==> src/logic/ulms_pkg.sv <==
// Package with register map, field positions and reset values.
`default_nettype none
package ulms_pkg;
  // --------------------------------------------------------------------
  // Register byte offsets
  // --------------------------------------------------------------------
  localparam logic [7:0] ADDR_RX_BUFFER   = 8'h00;
  localparam logic [7:0] ADDR_LINE_STATUS = 8'h04;
  localparam logic [7:0] ADDR_MODEM_STAT  = 8'h08;
  localparam logic [7:0] ADDR_CONTROL     = 8'h0C;
  localparam logic [7:0] ADDR_IRQ_STATUS  = 8'h10;
  localparam logic [7:0] ADDR_IRQ_MASK    = 8'h14;
  localparam logic [7:0] ADDR_RX_COUNT    = 8'h18;
  // --------------------------------------------------------------------
  // Line status field positions
  // --------------------------------------------------------------------
  localparam int LS_FIFO_ERR  = 7;
  localparam int LS_TX_ALLEMP = 6;
  localparam int LS_TX_FEMP   = 5;
  localparam int LS_BREAK     = 4;
  localparam int LS_FRAME     = 3;
  localparam int LS_PARITY    = 2;
  localparam int LS_OVERRUN   = 1;
  localparam int LS_DATA      = 0;
  // --------------------------------------------------------------------
  // Modem status field positions
  // --------------------------------------------------------------------
  localparam int MS_DCD     = 7;
  localparam int MS_RI      = 6;
  localparam int MS_DSR     = 5;
  localparam int MS_CTS     = 4;
  localparam int MS_CHG_LSB = 0;
  // --------------------------------------------------------------------
  // Control fields, interrupt bits and reset values
  // --------------------------------------------------------------------
  localparam int CTL_FIFO_EN  = 0;
  localparam int CTL_RX_CLR   = 1;
  localparam int IRQ_RX_DATA  = 0;
  localparam int IRQ_LINE_ERR = 1;
  localparam int IRQ_MODEM    = 2;
  localparam int IRQ_W        = 3;
  localparam logic [7:0] CONTROL_RST = 8'h00;
  localparam logic [2:0] IRQ_MASK_RST = 3'h0;
  localparam logic [3:0] MODEM_LVL_RST = 4'h0;
endpackage
`default_nettype wire

==> src/logic/ulms_rx_fifo.sv <==
// Receive FIFO holding data byte plus parity, framing and break flags.
`default_nettype none
module ulms_rx_fifo #(
  parameter int WIDTH = 11,
  parameter int DEPTH = 8
) (
  // Clock and reset.
  input  wire logic             pclk,
  input  wire logic             presetn,
  // Control.
  input  wire logic             clear,
  input  wire logic [3:0]       limit,
  // Write side.
  input  wire logic             wr_valid,
  input  wire logic [WIDTH-1:0] wr_data,
  output logic                  wr_ready,
  // Read side.
  input  wire logic             rd_pop,
  output logic                  rd_valid,
  output logic [WIDTH-1:0]      rd_data,
  // Status.
  output logic [3:0]            count,
  output logic                  any_err
);
  localparam int AW = $clog2(DEPTH);

  logic [WIDTH-1:0] mem [DEPTH];
  logic [AW-1:0]    rptr_r;
  logic [AW-1:0]    wptr_r;
  logic [3:0]       cnt_r;
  logic             push;
  logic             pop;
  logic [DEPTH-1:0] err_vec;

  // Handshake terms; a limit of one makes it act as a one-entry buffer.
  assign wr_ready = (cnt_r < limit);
  assign rd_valid = (cnt_r != 4'h0);
  assign push     = wr_valid && wr_ready;
  assign pop      = rd_pop && rd_valid;
  assign rd_data  = mem[rptr_r];
  assign count    = cnt_r;

  // Per-slot error presence for held entries only.
  always_comb begin
    for (int i = 0; i < DEPTH; i++) begin
      err_vec[i] = 1'b0;
      if (4'(i) < cnt_r) begin
        err_vec[i] = |mem[AW'(32'(rptr_r) + i)][WIDTH-1:8];
      end
    end
  end
  assign any_err = |err_vec;

  // Storage array.
  always_ff @(posedge pclk) begin
    if (push) begin
      mem[wptr_r] <= wr_data;
    end
  end

  // Pointers and occupancy.
  always_ff @(posedge pclk or negedge presetn) begin
    if (!presetn) begin
      rptr_r <= '0;
      wptr_r <= '0;
      cnt_r  <= 4'h0;
    end else if (clear) begin
      rptr_r <= '0;
      wptr_r <= '0;
      cnt_r  <= 4'h0;
    end else begin
      if (push) begin
        wptr_r <= wptr_r + 1'b1;
      end
      if (pop) begin
        rptr_r <= rptr_r + 1'b1;
      end
      cnt_r <= cnt_r + {3'h0, push} - {3'h0, pop};
    end
  end
endmodule
`default_nettype wire

==> src/logic/ulms_status.sv <==
// Line status, modem status and receive buffer block behind APB.
//
// Functional notes
// - Line status bit 7 set while any held receive entry has an error.
// - Bit 6 high only while holding stage and transmit shifter empty.
// - Bit 5 high while transmit FIFO is empty; not reset, follows the input.
// - Bit 4 set when a break is detected on the receive line.
// - Bit 3 shows framing error of the character being read.
// - Bit 2 shows parity error of the character being read.
// - Bit 1 set when a received character could not be stored.
// - Bit 0 high while receive FIFO holds data, clears when empty.
// - Modem bits 7 and 6 show carrier detect and ring, inverted from the active low pins.
// - Modem bits 5 and 4 show data set ready and clear to send.
// - Modem bits 3..0 flag a change of each modem input.
// - Modem status exists only on instance zero.
// - With FIFO on, characters are queued and read in arrival order.
// - FIFO enable selects 8 entries, otherwise single-byte buffer.
`default_nettype none
module ulms_status #(
  parameter int INSTANCE = 0,
  parameter int DEPTH    = 8
) (
  // Clock and reset.
  input  wire logic        pclk,
  input  wire logic        presetn,
  // APB slave.
  input  wire logic        psel,
  input  wire logic        penable,
  input  wire logic        pwrite,
  input  wire logic [7:0]  paddr,
  input  wire logic [31:0] pwdata,
  input  wire logic [3:0]  pstrb,
  output logic [31:0]      prdata,
  output logic             pready,
  output logic             pslverr,
  // Receiver character input.
  input  wire logic        rx_char_valid,
  input  wire logic [7:0]  rx_char_data,
  input  wire logic        rx_char_parity_err,
  input  wire logic        rx_char_framing_err,
  input  wire logic        rx_char_break,
  // Transmitter state.
  input  wire logic        tx_holding_empty,
  input  wire logic        tx_shift_empty,
  input  wire logic        tx_fifo_is_empty,
  // Modem pins, active low.
  input  wire logic        carrier_detect_n,
  input  wire logic        ring_indicator_n,
  input  wire logic        data_set_ready_n,
  input  wire logic        clear_to_send_n,
  // Interrupt.
  output logic             irq
);
  // --------------------------------------------------------------------
  // Bus decode
  // --------------------------------------------------------------------
  localparam bit HAS_MODEM = (INSTANCE == 0);

  logic        acc;
  logic        rd_acc;
  logic        wr_acc;
  logic        sel_rbr;
  logic        sel_lsr;
  logic        sel_msr;
  logic        sel_ctl;
  logic        sel_ist;
  logic        sel_imk;
  logic        sel_cnt;
  logic        mapped;

  // Every transfer completes in its first access cycle.
  assign pready  = 1'b1;
  assign acc     = psel && penable;
  assign rd_acc  = acc && !pwrite;
  assign wr_acc  = acc && pwrite;
  assign sel_rbr = (paddr == ulms_pkg::ADDR_RX_BUFFER);
  assign sel_lsr = (paddr == ulms_pkg::ADDR_LINE_STATUS);
  assign sel_msr = (paddr == ulms_pkg::ADDR_MODEM_STAT) && HAS_MODEM;
  assign sel_ctl = (paddr == ulms_pkg::ADDR_CONTROL);
  assign sel_ist = (paddr == ulms_pkg::ADDR_IRQ_STATUS);
  assign sel_imk = (paddr == ulms_pkg::ADDR_IRQ_MASK);
  assign sel_cnt = (paddr == ulms_pkg::ADDR_RX_COUNT);
  assign mapped  = sel_rbr | sel_lsr | sel_msr | sel_ctl | sel_ist |
                   sel_imk | sel_cnt;
  assign pslverr = acc && !mapped;

  // --------------------------------------------------------------------
  // Control register
  // --------------------------------------------------------------------
  logic [7:0]  ctl_r;
  logic        fifo_en;
  logic        rx_clear;

  assign fifo_en  = ctl_r[ulms_pkg::CTL_FIFO_EN];
  assign rx_clear = wr_acc && sel_ctl && pstrb[0] &&
                    pwdata[ulms_pkg::CTL_RX_CLR];

  // Enable bit is stored, the clear bit is a write-only pulse.
  always_ff @(posedge pclk or negedge presetn) begin
    if (!presetn) begin
      ctl_r <= ulms_pkg::CONTROL_RST;
    end else if (wr_acc && sel_ctl && pstrb[0]) begin
      ctl_r <= {7'h00, pwdata[ulms_pkg::CTL_FIFO_EN]};
    end
  end

  // --------------------------------------------------------------------
  // Receive FIFO
  // --------------------------------------------------------------------
  logic [10:0] ff_wdata;
  logic [10:0] ff_rdata;
  logic        ff_ready;
  logic        ff_valid;
  logic [3:0]  ff_count;
  logic        ff_anyerr;
  logic [3:0]  ff_limit;
  logic        rbr_read;

  assign ff_limit = fifo_en ? 4'(DEPTH) : 4'h1;
  assign ff_wdata = {rx_char_break, rx_char_framing_err,
                     rx_char_parity_err, rx_char_data};
  assign rbr_read = rd_acc && sel_rbr;

  ulms_rx_fifo #(
    .WIDTH (11),
    .DEPTH (DEPTH)
  ) u_rx_fifo (
    .pclk     (pclk),
    .presetn  (presetn),
    .clear    (rx_clear),
    .limit    (ff_limit),
    .wr_valid (rx_char_valid),
    .wr_data  (ff_wdata),
    .wr_ready (ff_ready),
    .rd_pop   (rbr_read),
    .rd_valid (ff_valid),
    .rd_data  (ff_rdata),
    .count    (ff_count),
    .any_err  (ff_anyerr)
  );

  // --------------------------------------------------------------------
  // Line status
  // --------------------------------------------------------------------
  logic        brk_r;
  logic        ovr_r;
  logic        lsr_read;
  logic        overflow;
  logic [7:0]  lsr_val;

  assign lsr_read = rd_acc && sel_lsr;
  assign overflow = rx_char_valid && !ff_ready;

  // read clears, set wins
  // A read clears only the bits that its captured data reported, so a flag
  // raised between the setup capture and the access phase is not lost.
  always_ff @(posedge pclk or negedge presetn) begin
    if (!presetn) begin
      brk_r <= 1'b0;
      ovr_r <= 1'b0;
    end else begin
      brk_r <= (rx_char_valid && rx_char_break) ||
               (brk_r && !(lsr_read && prdata[ulms_pkg::LS_BREAK]));
      ovr_r <= overflow ||
               (ovr_r && !(lsr_read && prdata[ulms_pkg::LS_OVERRUN]));
    end
  end

  always_comb begin
    lsr_val                          = 8'h00;
    lsr_val[ulms_pkg::LS_FIFO_ERR]   = ff_anyerr;
    lsr_val[ulms_pkg::LS_TX_ALLEMP]  = tx_holding_empty && tx_shift_empty;
    lsr_val[ulms_pkg::LS_TX_FEMP]    = tx_fifo_is_empty;
    lsr_val[ulms_pkg::LS_BREAK]      = brk_r;
    lsr_val[ulms_pkg::LS_FRAME]      = ff_valid && ff_rdata[9];
    lsr_val[ulms_pkg::LS_PARITY]     = ff_valid && ff_rdata[8];
    lsr_val[ulms_pkg::LS_OVERRUN]    = ovr_r;
    lsr_val[ulms_pkg::LS_DATA]       = ff_valid;
  end

  // --------------------------------------------------------------------
  // Modem status
  // --------------------------------------------------------------------
  logic [3:0]  mlvl_r;
  logic [3:0]  mchg_r;
  logic [3:0]  mlvl_now;
  logic        msr_read;
  logic [7:0]  msr_val;

  assign mlvl_now = HAS_MODEM ? {~carrier_detect_n, ~ring_indicator_n,
                                 ~data_set_ready_n, ~clear_to_send_n}
                              : 4'h0;
  assign msr_read = rd_acc && sel_msr;
  assign msr_val  = HAS_MODEM ? {mlvl_r, mchg_r} : 8'h00;

  // change flags, set wins over read
  always_ff @(posedge pclk or negedge presetn) begin
    if (!presetn) begin
      mlvl_r <= ulms_pkg::MODEM_LVL_RST;
      mchg_r <= 4'h0;
    end else begin
      mlvl_r <= mlvl_now;
      mchg_r <= (mlvl_now ^ mlvl_r) |
                (mchg_r & ~({4{msr_read}} & prdata[3:0]));
    end
  end

  // --------------------------------------------------------------------
  // Interrupts
  // --------------------------------------------------------------------
  logic [2:0]  ist_r;
  logic [2:0]  imk_r;
  logic [2:0]  ev;
  logic        ist_read;

  assign ev[ulms_pkg::IRQ_RX_DATA]  = rx_char_valid && ff_ready;
  assign ev[ulms_pkg::IRQ_LINE_ERR] = overflow ||
         (rx_char_valid && (rx_char_break || rx_char_framing_err ||
                            rx_char_parity_err));
  assign ev[ulms_pkg::IRQ_MODEM]    = |(mlvl_now ^ mlvl_r);
  assign ist_read = rd_acc && sel_ist;
  assign irq      = |(ist_r & imk_r);

  // Sticky events cleared by reading, mask written by software.
  always_ff @(posedge pclk or negedge presetn) begin
    if (!presetn) begin
      ist_r <= 3'h0;
      imk_r <= ulms_pkg::IRQ_MASK_RST;
    end else begin
      ist_r <= ev | (ist_r & ~({3{ist_read}} & prdata[2:0]));
      if (wr_acc && sel_imk && pstrb[0]) begin
        imk_r <= pwdata[2:0];
      end
    end
  end

  // --------------------------------------------------------------------
  // Read data
  // --------------------------------------------------------------------
  logic [7:0]  rd_mux;

  // software reads only with data present
  always_comb begin
    rd_mux = 8'h00;
    if (sel_rbr) begin
      rd_mux = ff_rdata[7:0];
    end else if (sel_lsr) begin
      rd_mux = lsr_val;
    end else if (sel_msr) begin
      rd_mux = msr_val;
    end else if (sel_ctl) begin
      rd_mux = ctl_r;
    end else if (sel_ist) begin
      rd_mux = {5'h00, ist_r};
    end else if (sel_imk) begin
      rd_mux = {5'h00, imk_r};
    end else if (sel_cnt) begin
      rd_mux = {4'h0, ff_count};
    end
  end

  // Read data registered in the setup cycle of a read.
  always_ff @(posedge pclk or negedge presetn) begin
    if (!presetn) begin
      prdata <= 32'h0000_0000;
    end else if (psel && !penable && !pwrite) begin
      prdata <= {24'h00_0000, rd_mux};
    end
  end
endmodule
`default_nettype wire

==> config.mk <==
export PLATFORM = sky130hd
export DESIGN_NAME = ulms_status
export DESIGN_NICKNAME = d
export VERILOG_FILES = /design/src/logic/ulms_pkg.sv /design/src/logic/ulms_rx_fifo.sv /design/src/logic/ulms_status.sv
export SDC_FILE = /design/constraint.sdc
export NUM_CORES = 1
export LEC_CHECK = 0
export ABC_AREA = 1
export CAP_MARGIN = 20
export CORE_ASPECT_RATIO = 0.7
export CORE_MARGIN = 2
export CORE_UTILIZATION = 40
export CTS_CLUSTER_DIAMETER = 80
export CTS_CLUSTER_SIZE = 14
export DETAILED_ROUTE_END_ITERATION = 8
export DONT_BUFFER_PORTS = 1
export PLACE_DENSITY = 0.64
export RECOVER_POWER = 50
export SETUP_SLACK_MARGIN = 0.05
export SKIP_CTS_REPAIR_TIMING = 1
export SLEW_MARGIN = 20
export SYNTH_ARGS = -nofsm -noshare
export SYNTH_HDL_FRONTEND = slang
export SYNTH_SLANG_ARGS = --single-unit
==> constraint.sdc <==
create_clock -name pclk -period 3 [get_ports pclk]
set_clock_uncertainty 0.05 [all_clocks]
set_input_delay 0.6 -clock pclk [delete_from_list [all_inputs] [get_ports pclk]]
set_output_delay 0.6 -clock pclk [all_outputs]
set_load 0.005 [all_outputs]
==> out/results.ini <==
[power_and_ir_drop]
clkPwrFrac_pct=41.5
cellPowerDensity_nw_per_um2=672
seq_power_share_pct=43.5
sw_frac_of_total_pct=28.3
ir_drop_mv=0.378
combPwrFrac_pct=15.0
finalPower_mw=4.70
p_int_mw=3.37
leakagePower_nw=2.96
power.switching_mw=1.33

[timing]
setup_violations=0
rsz0062_at_grt=no
holdWs_ps=181
setup_tns_ps=0
finalWorstSetupSlack_ps=291
fin_crit_ps=2710
hold_viol=0
worst_pin_slew_ps=633
drv_slew=0
fmax_mhz=369
fin_crit_sh_pct=90.3
maxSlewHeadroom_pct=57.8

[critical_path]
crit_chain=inv_1, ha_1, inv_1, nor2_1, nand2_1, nand3_1, inv_1, ha_1, inv_1, ha_1, fa_1, xor2_1, nand2_1, inv_1
r2r.worst_path.cells=14
crit_path_max_fanout=4
cp-startpoint=u_rx_fifo.count[2]
worstSetupEndpointType=flop
cp_common_cell=inv_1
crit_required_ps=3250
worstReg2RegEnd=u_rx_fifo.count[2]
crit_path_start_kind=flop
path_class=flop to flop
cp.arrival_ps=2960
r2r-start=u_rx_fifo.count[2]
slowest_delay_ps=400
r2r_setup_slack_ps=290
critical-path-slowest-cell=dfrtp_1

[finish]
most-common-layout-cells=178 x nand2_1, 93 x nor2_1, 88 x edfxtp_1
fillCellCount=1444
final_common_cell=nand2_1
fin_util_pct=45.6
area_delta_synth_final_pct=12.4
nets=788
ff_latch_area_sq_um=3520
drive_above_1_share_pct=7.89
num_antenna_cells=0
multiInputGateArea_sq_um=2230

[grt]
grt_pass1_vias=4570
use_met3_pct=5.13
grt_util_all_layers_pct=18.4
grt-ovfl-total=0
use_met2_pct=28.0
grt.met1_usage_pct=25.5
top_usage_layer=met2
grt_pass1_wl_um=23400
antenna_found_initial=0
grt_max_degree=63

[synth]
synth_cell_types=39
synth-adder-area-share_pct=2.33
synth_flop_cell=edfxtp_1
ys_async_sr_fraction_pct=28.5
syn_inst=688
synth-simple-area-share_pct=22.5
synth_top_family_by_area=simple AND/OR/NAND/NOR gates
avgSynthCellArea_sq_um=9.05
yosysWarnings=0
synth_xor_area_share_pct=1.41
synth_edf_count=88
synth_mux_area_share_pct=0.181
ys_ff_latch=123
synth_compound_area_share_pct=7.94
synth_area_sq_um=6220
ys_seq_area_share_pct=56.5

[drt]
final_antenna_net_count=0
finalWirelength_um=14800
wl_per_cell_um=16.1
num_vias=4711
first_iter_violations=316
dr.pass1.iters=5
drc=0
via_per_inst=5.11

[floorplan]
die_h_um=108
initial_core_util_pct=40.5
die_area_sq_um=16600
num_rows=38
ioPinCount=103
coreArea_sq_um=15400
die_x_um=153

[clocking]
cts_tree=done
h-tree-depth=4
clkTransAtPathRegs_ps=60
clock_path_buffers=2
numCtsBuffers=17
cts-root-buf=clkbuf_16
clock_latency_ps=420
cts_sinks=123

[worst_hold_path]
min_path_cells=1
min_path_type=input port to flop
hp-start=carrier_detect_n
holdPathEnd=mlvl_r[3]

[placed_design]
portBuffers=0
pre_cts_slack_ps=326
hpwlAfterDp_um=10400
gp_congestion=0.910

[run_status]
outcome=finished clean

[run]
maxCapViolCount=0

[kinds of logic (layout without fill, tap and decap cells)]
group | Yosys count | count (layout)
flip-flops | 123 | 123
buffers and inverters | 110 | 121
multiplexers | 1 | 1
other | 2 | 25
AND/OR/NAND/NOR | 343 | 343
AO/OA/AOI/OAI | 88 | 88
adder cells (fa/ha/maj) | 11 | 11
XOR/XNOR | 10 | 10
[through the flow]
step                area [sq um]  std cells
detailed placement          6400        888
global placement            6400        888
finish                      7000        922
floorplan                   6310        711
CTS                         6970        920
global route                7000        922
[worst max-delay path, delay by kind of cell, from the launching register on]
kind	cells	cell delay (ps)
AND/OR/NAND/NOR	4	450
flip-flops	1	400
buffers and inverters	5	420
XOR/XNOR	1	170
adder cells (fa/ha/maj)	4	1110
[state kept, by name, indices dropped and copies added, names as in the netlist]
register	cells
brk_r	1
mlvl_r	4
u_rx_fifo.count	4
ovr_r	1
u_rx_fifo.rptr_r	3
u_rx_fifo.wptr_r	3
u_rx_fifo.mem	88
prdata	8
imk_r	3
ist_r	3
mchg_r	4
ctl_r	1
[layout make-up]
| cell class | instances | share of cell area (%) |
|---|---|---|
| clock buffers | 18 | 6.13 |
| multi-input cells | 478 | 31.9 |
| inverters | 68 | 3.68 |
| repair buffers | 21 | 2.47 |
| well taps | 200 | 3.58 |
| flip-flops and latches | 123 | 50.3 |
| clock inverters | 14 | 1.95 |
[synthesized netlist by cell type (all sizes together), types with 2 or more instances]
master / n / area share [%]
dfrtp: 35 / 14
conb: 2 / 0.12
nor4: 2 / 0.20
a21oi: 16 / 1.3
ha: 10 / 2.0
nor2: 95 / 5.8
xor2: 6 / 0.84
clkinv: 2 / 0.12
and2: 2 / 0.20
nand4: 4 / 0.40
nand2: 178 / 11
o22ai: 3 / 0.30
nand3b: 2 / 0.24
nor3: 7 / 0.64
o2111ai: 4 / 0.56
buf: 41 / 4.8
o221ai: 2 / 0.28
inv: 66 / 4.0
nand3: 52 / 4.2
o31ai: 3 / 0.36
o21ai: 53 / 4.3
edfxtp: 88 / 42
o32ai: 2 / 0.28
xnor2: 4 / 0.56
[layer usage]
metal | vias up | share of wire [%]
met5 | - | 0
met4 | 0 | 1.3
met3 | 17 | 7.2
met2 | 158 | 45
met1 | 2250 | 47
li1 | 2286 | -
[how the worst max path moves through the flow]
stage,to,slack [ps],depth (start not counted)
after floorplan,u_rx_fifo.count[2],540,14
after global placement,u_rx_fifo.count[2],400,14
after detailed placement,u_rx_fifo.count[2],330,14
after CTS,u_rx_fifo.count[2],310,14
after global routing,u_rx_fifo.count[2],70,14
final,u_rx_fifo.count[2],290,14
[power groups by stage]
stage / clock network, mW / registers (mW) / logic (mW)
after floorplan: 0 / 2.05 / 0.526
after global placement: 0 / 2.07 / 0.653
after detailed placement: 0 / 2.08 / 0.681
after CTS: 1.97 / 2.05 / 0.686
after global routing: 2.05 / 2.06 / 0.811
final: 1.95 / 2.05 / 0.705
(Power assumes the default switching activity.)
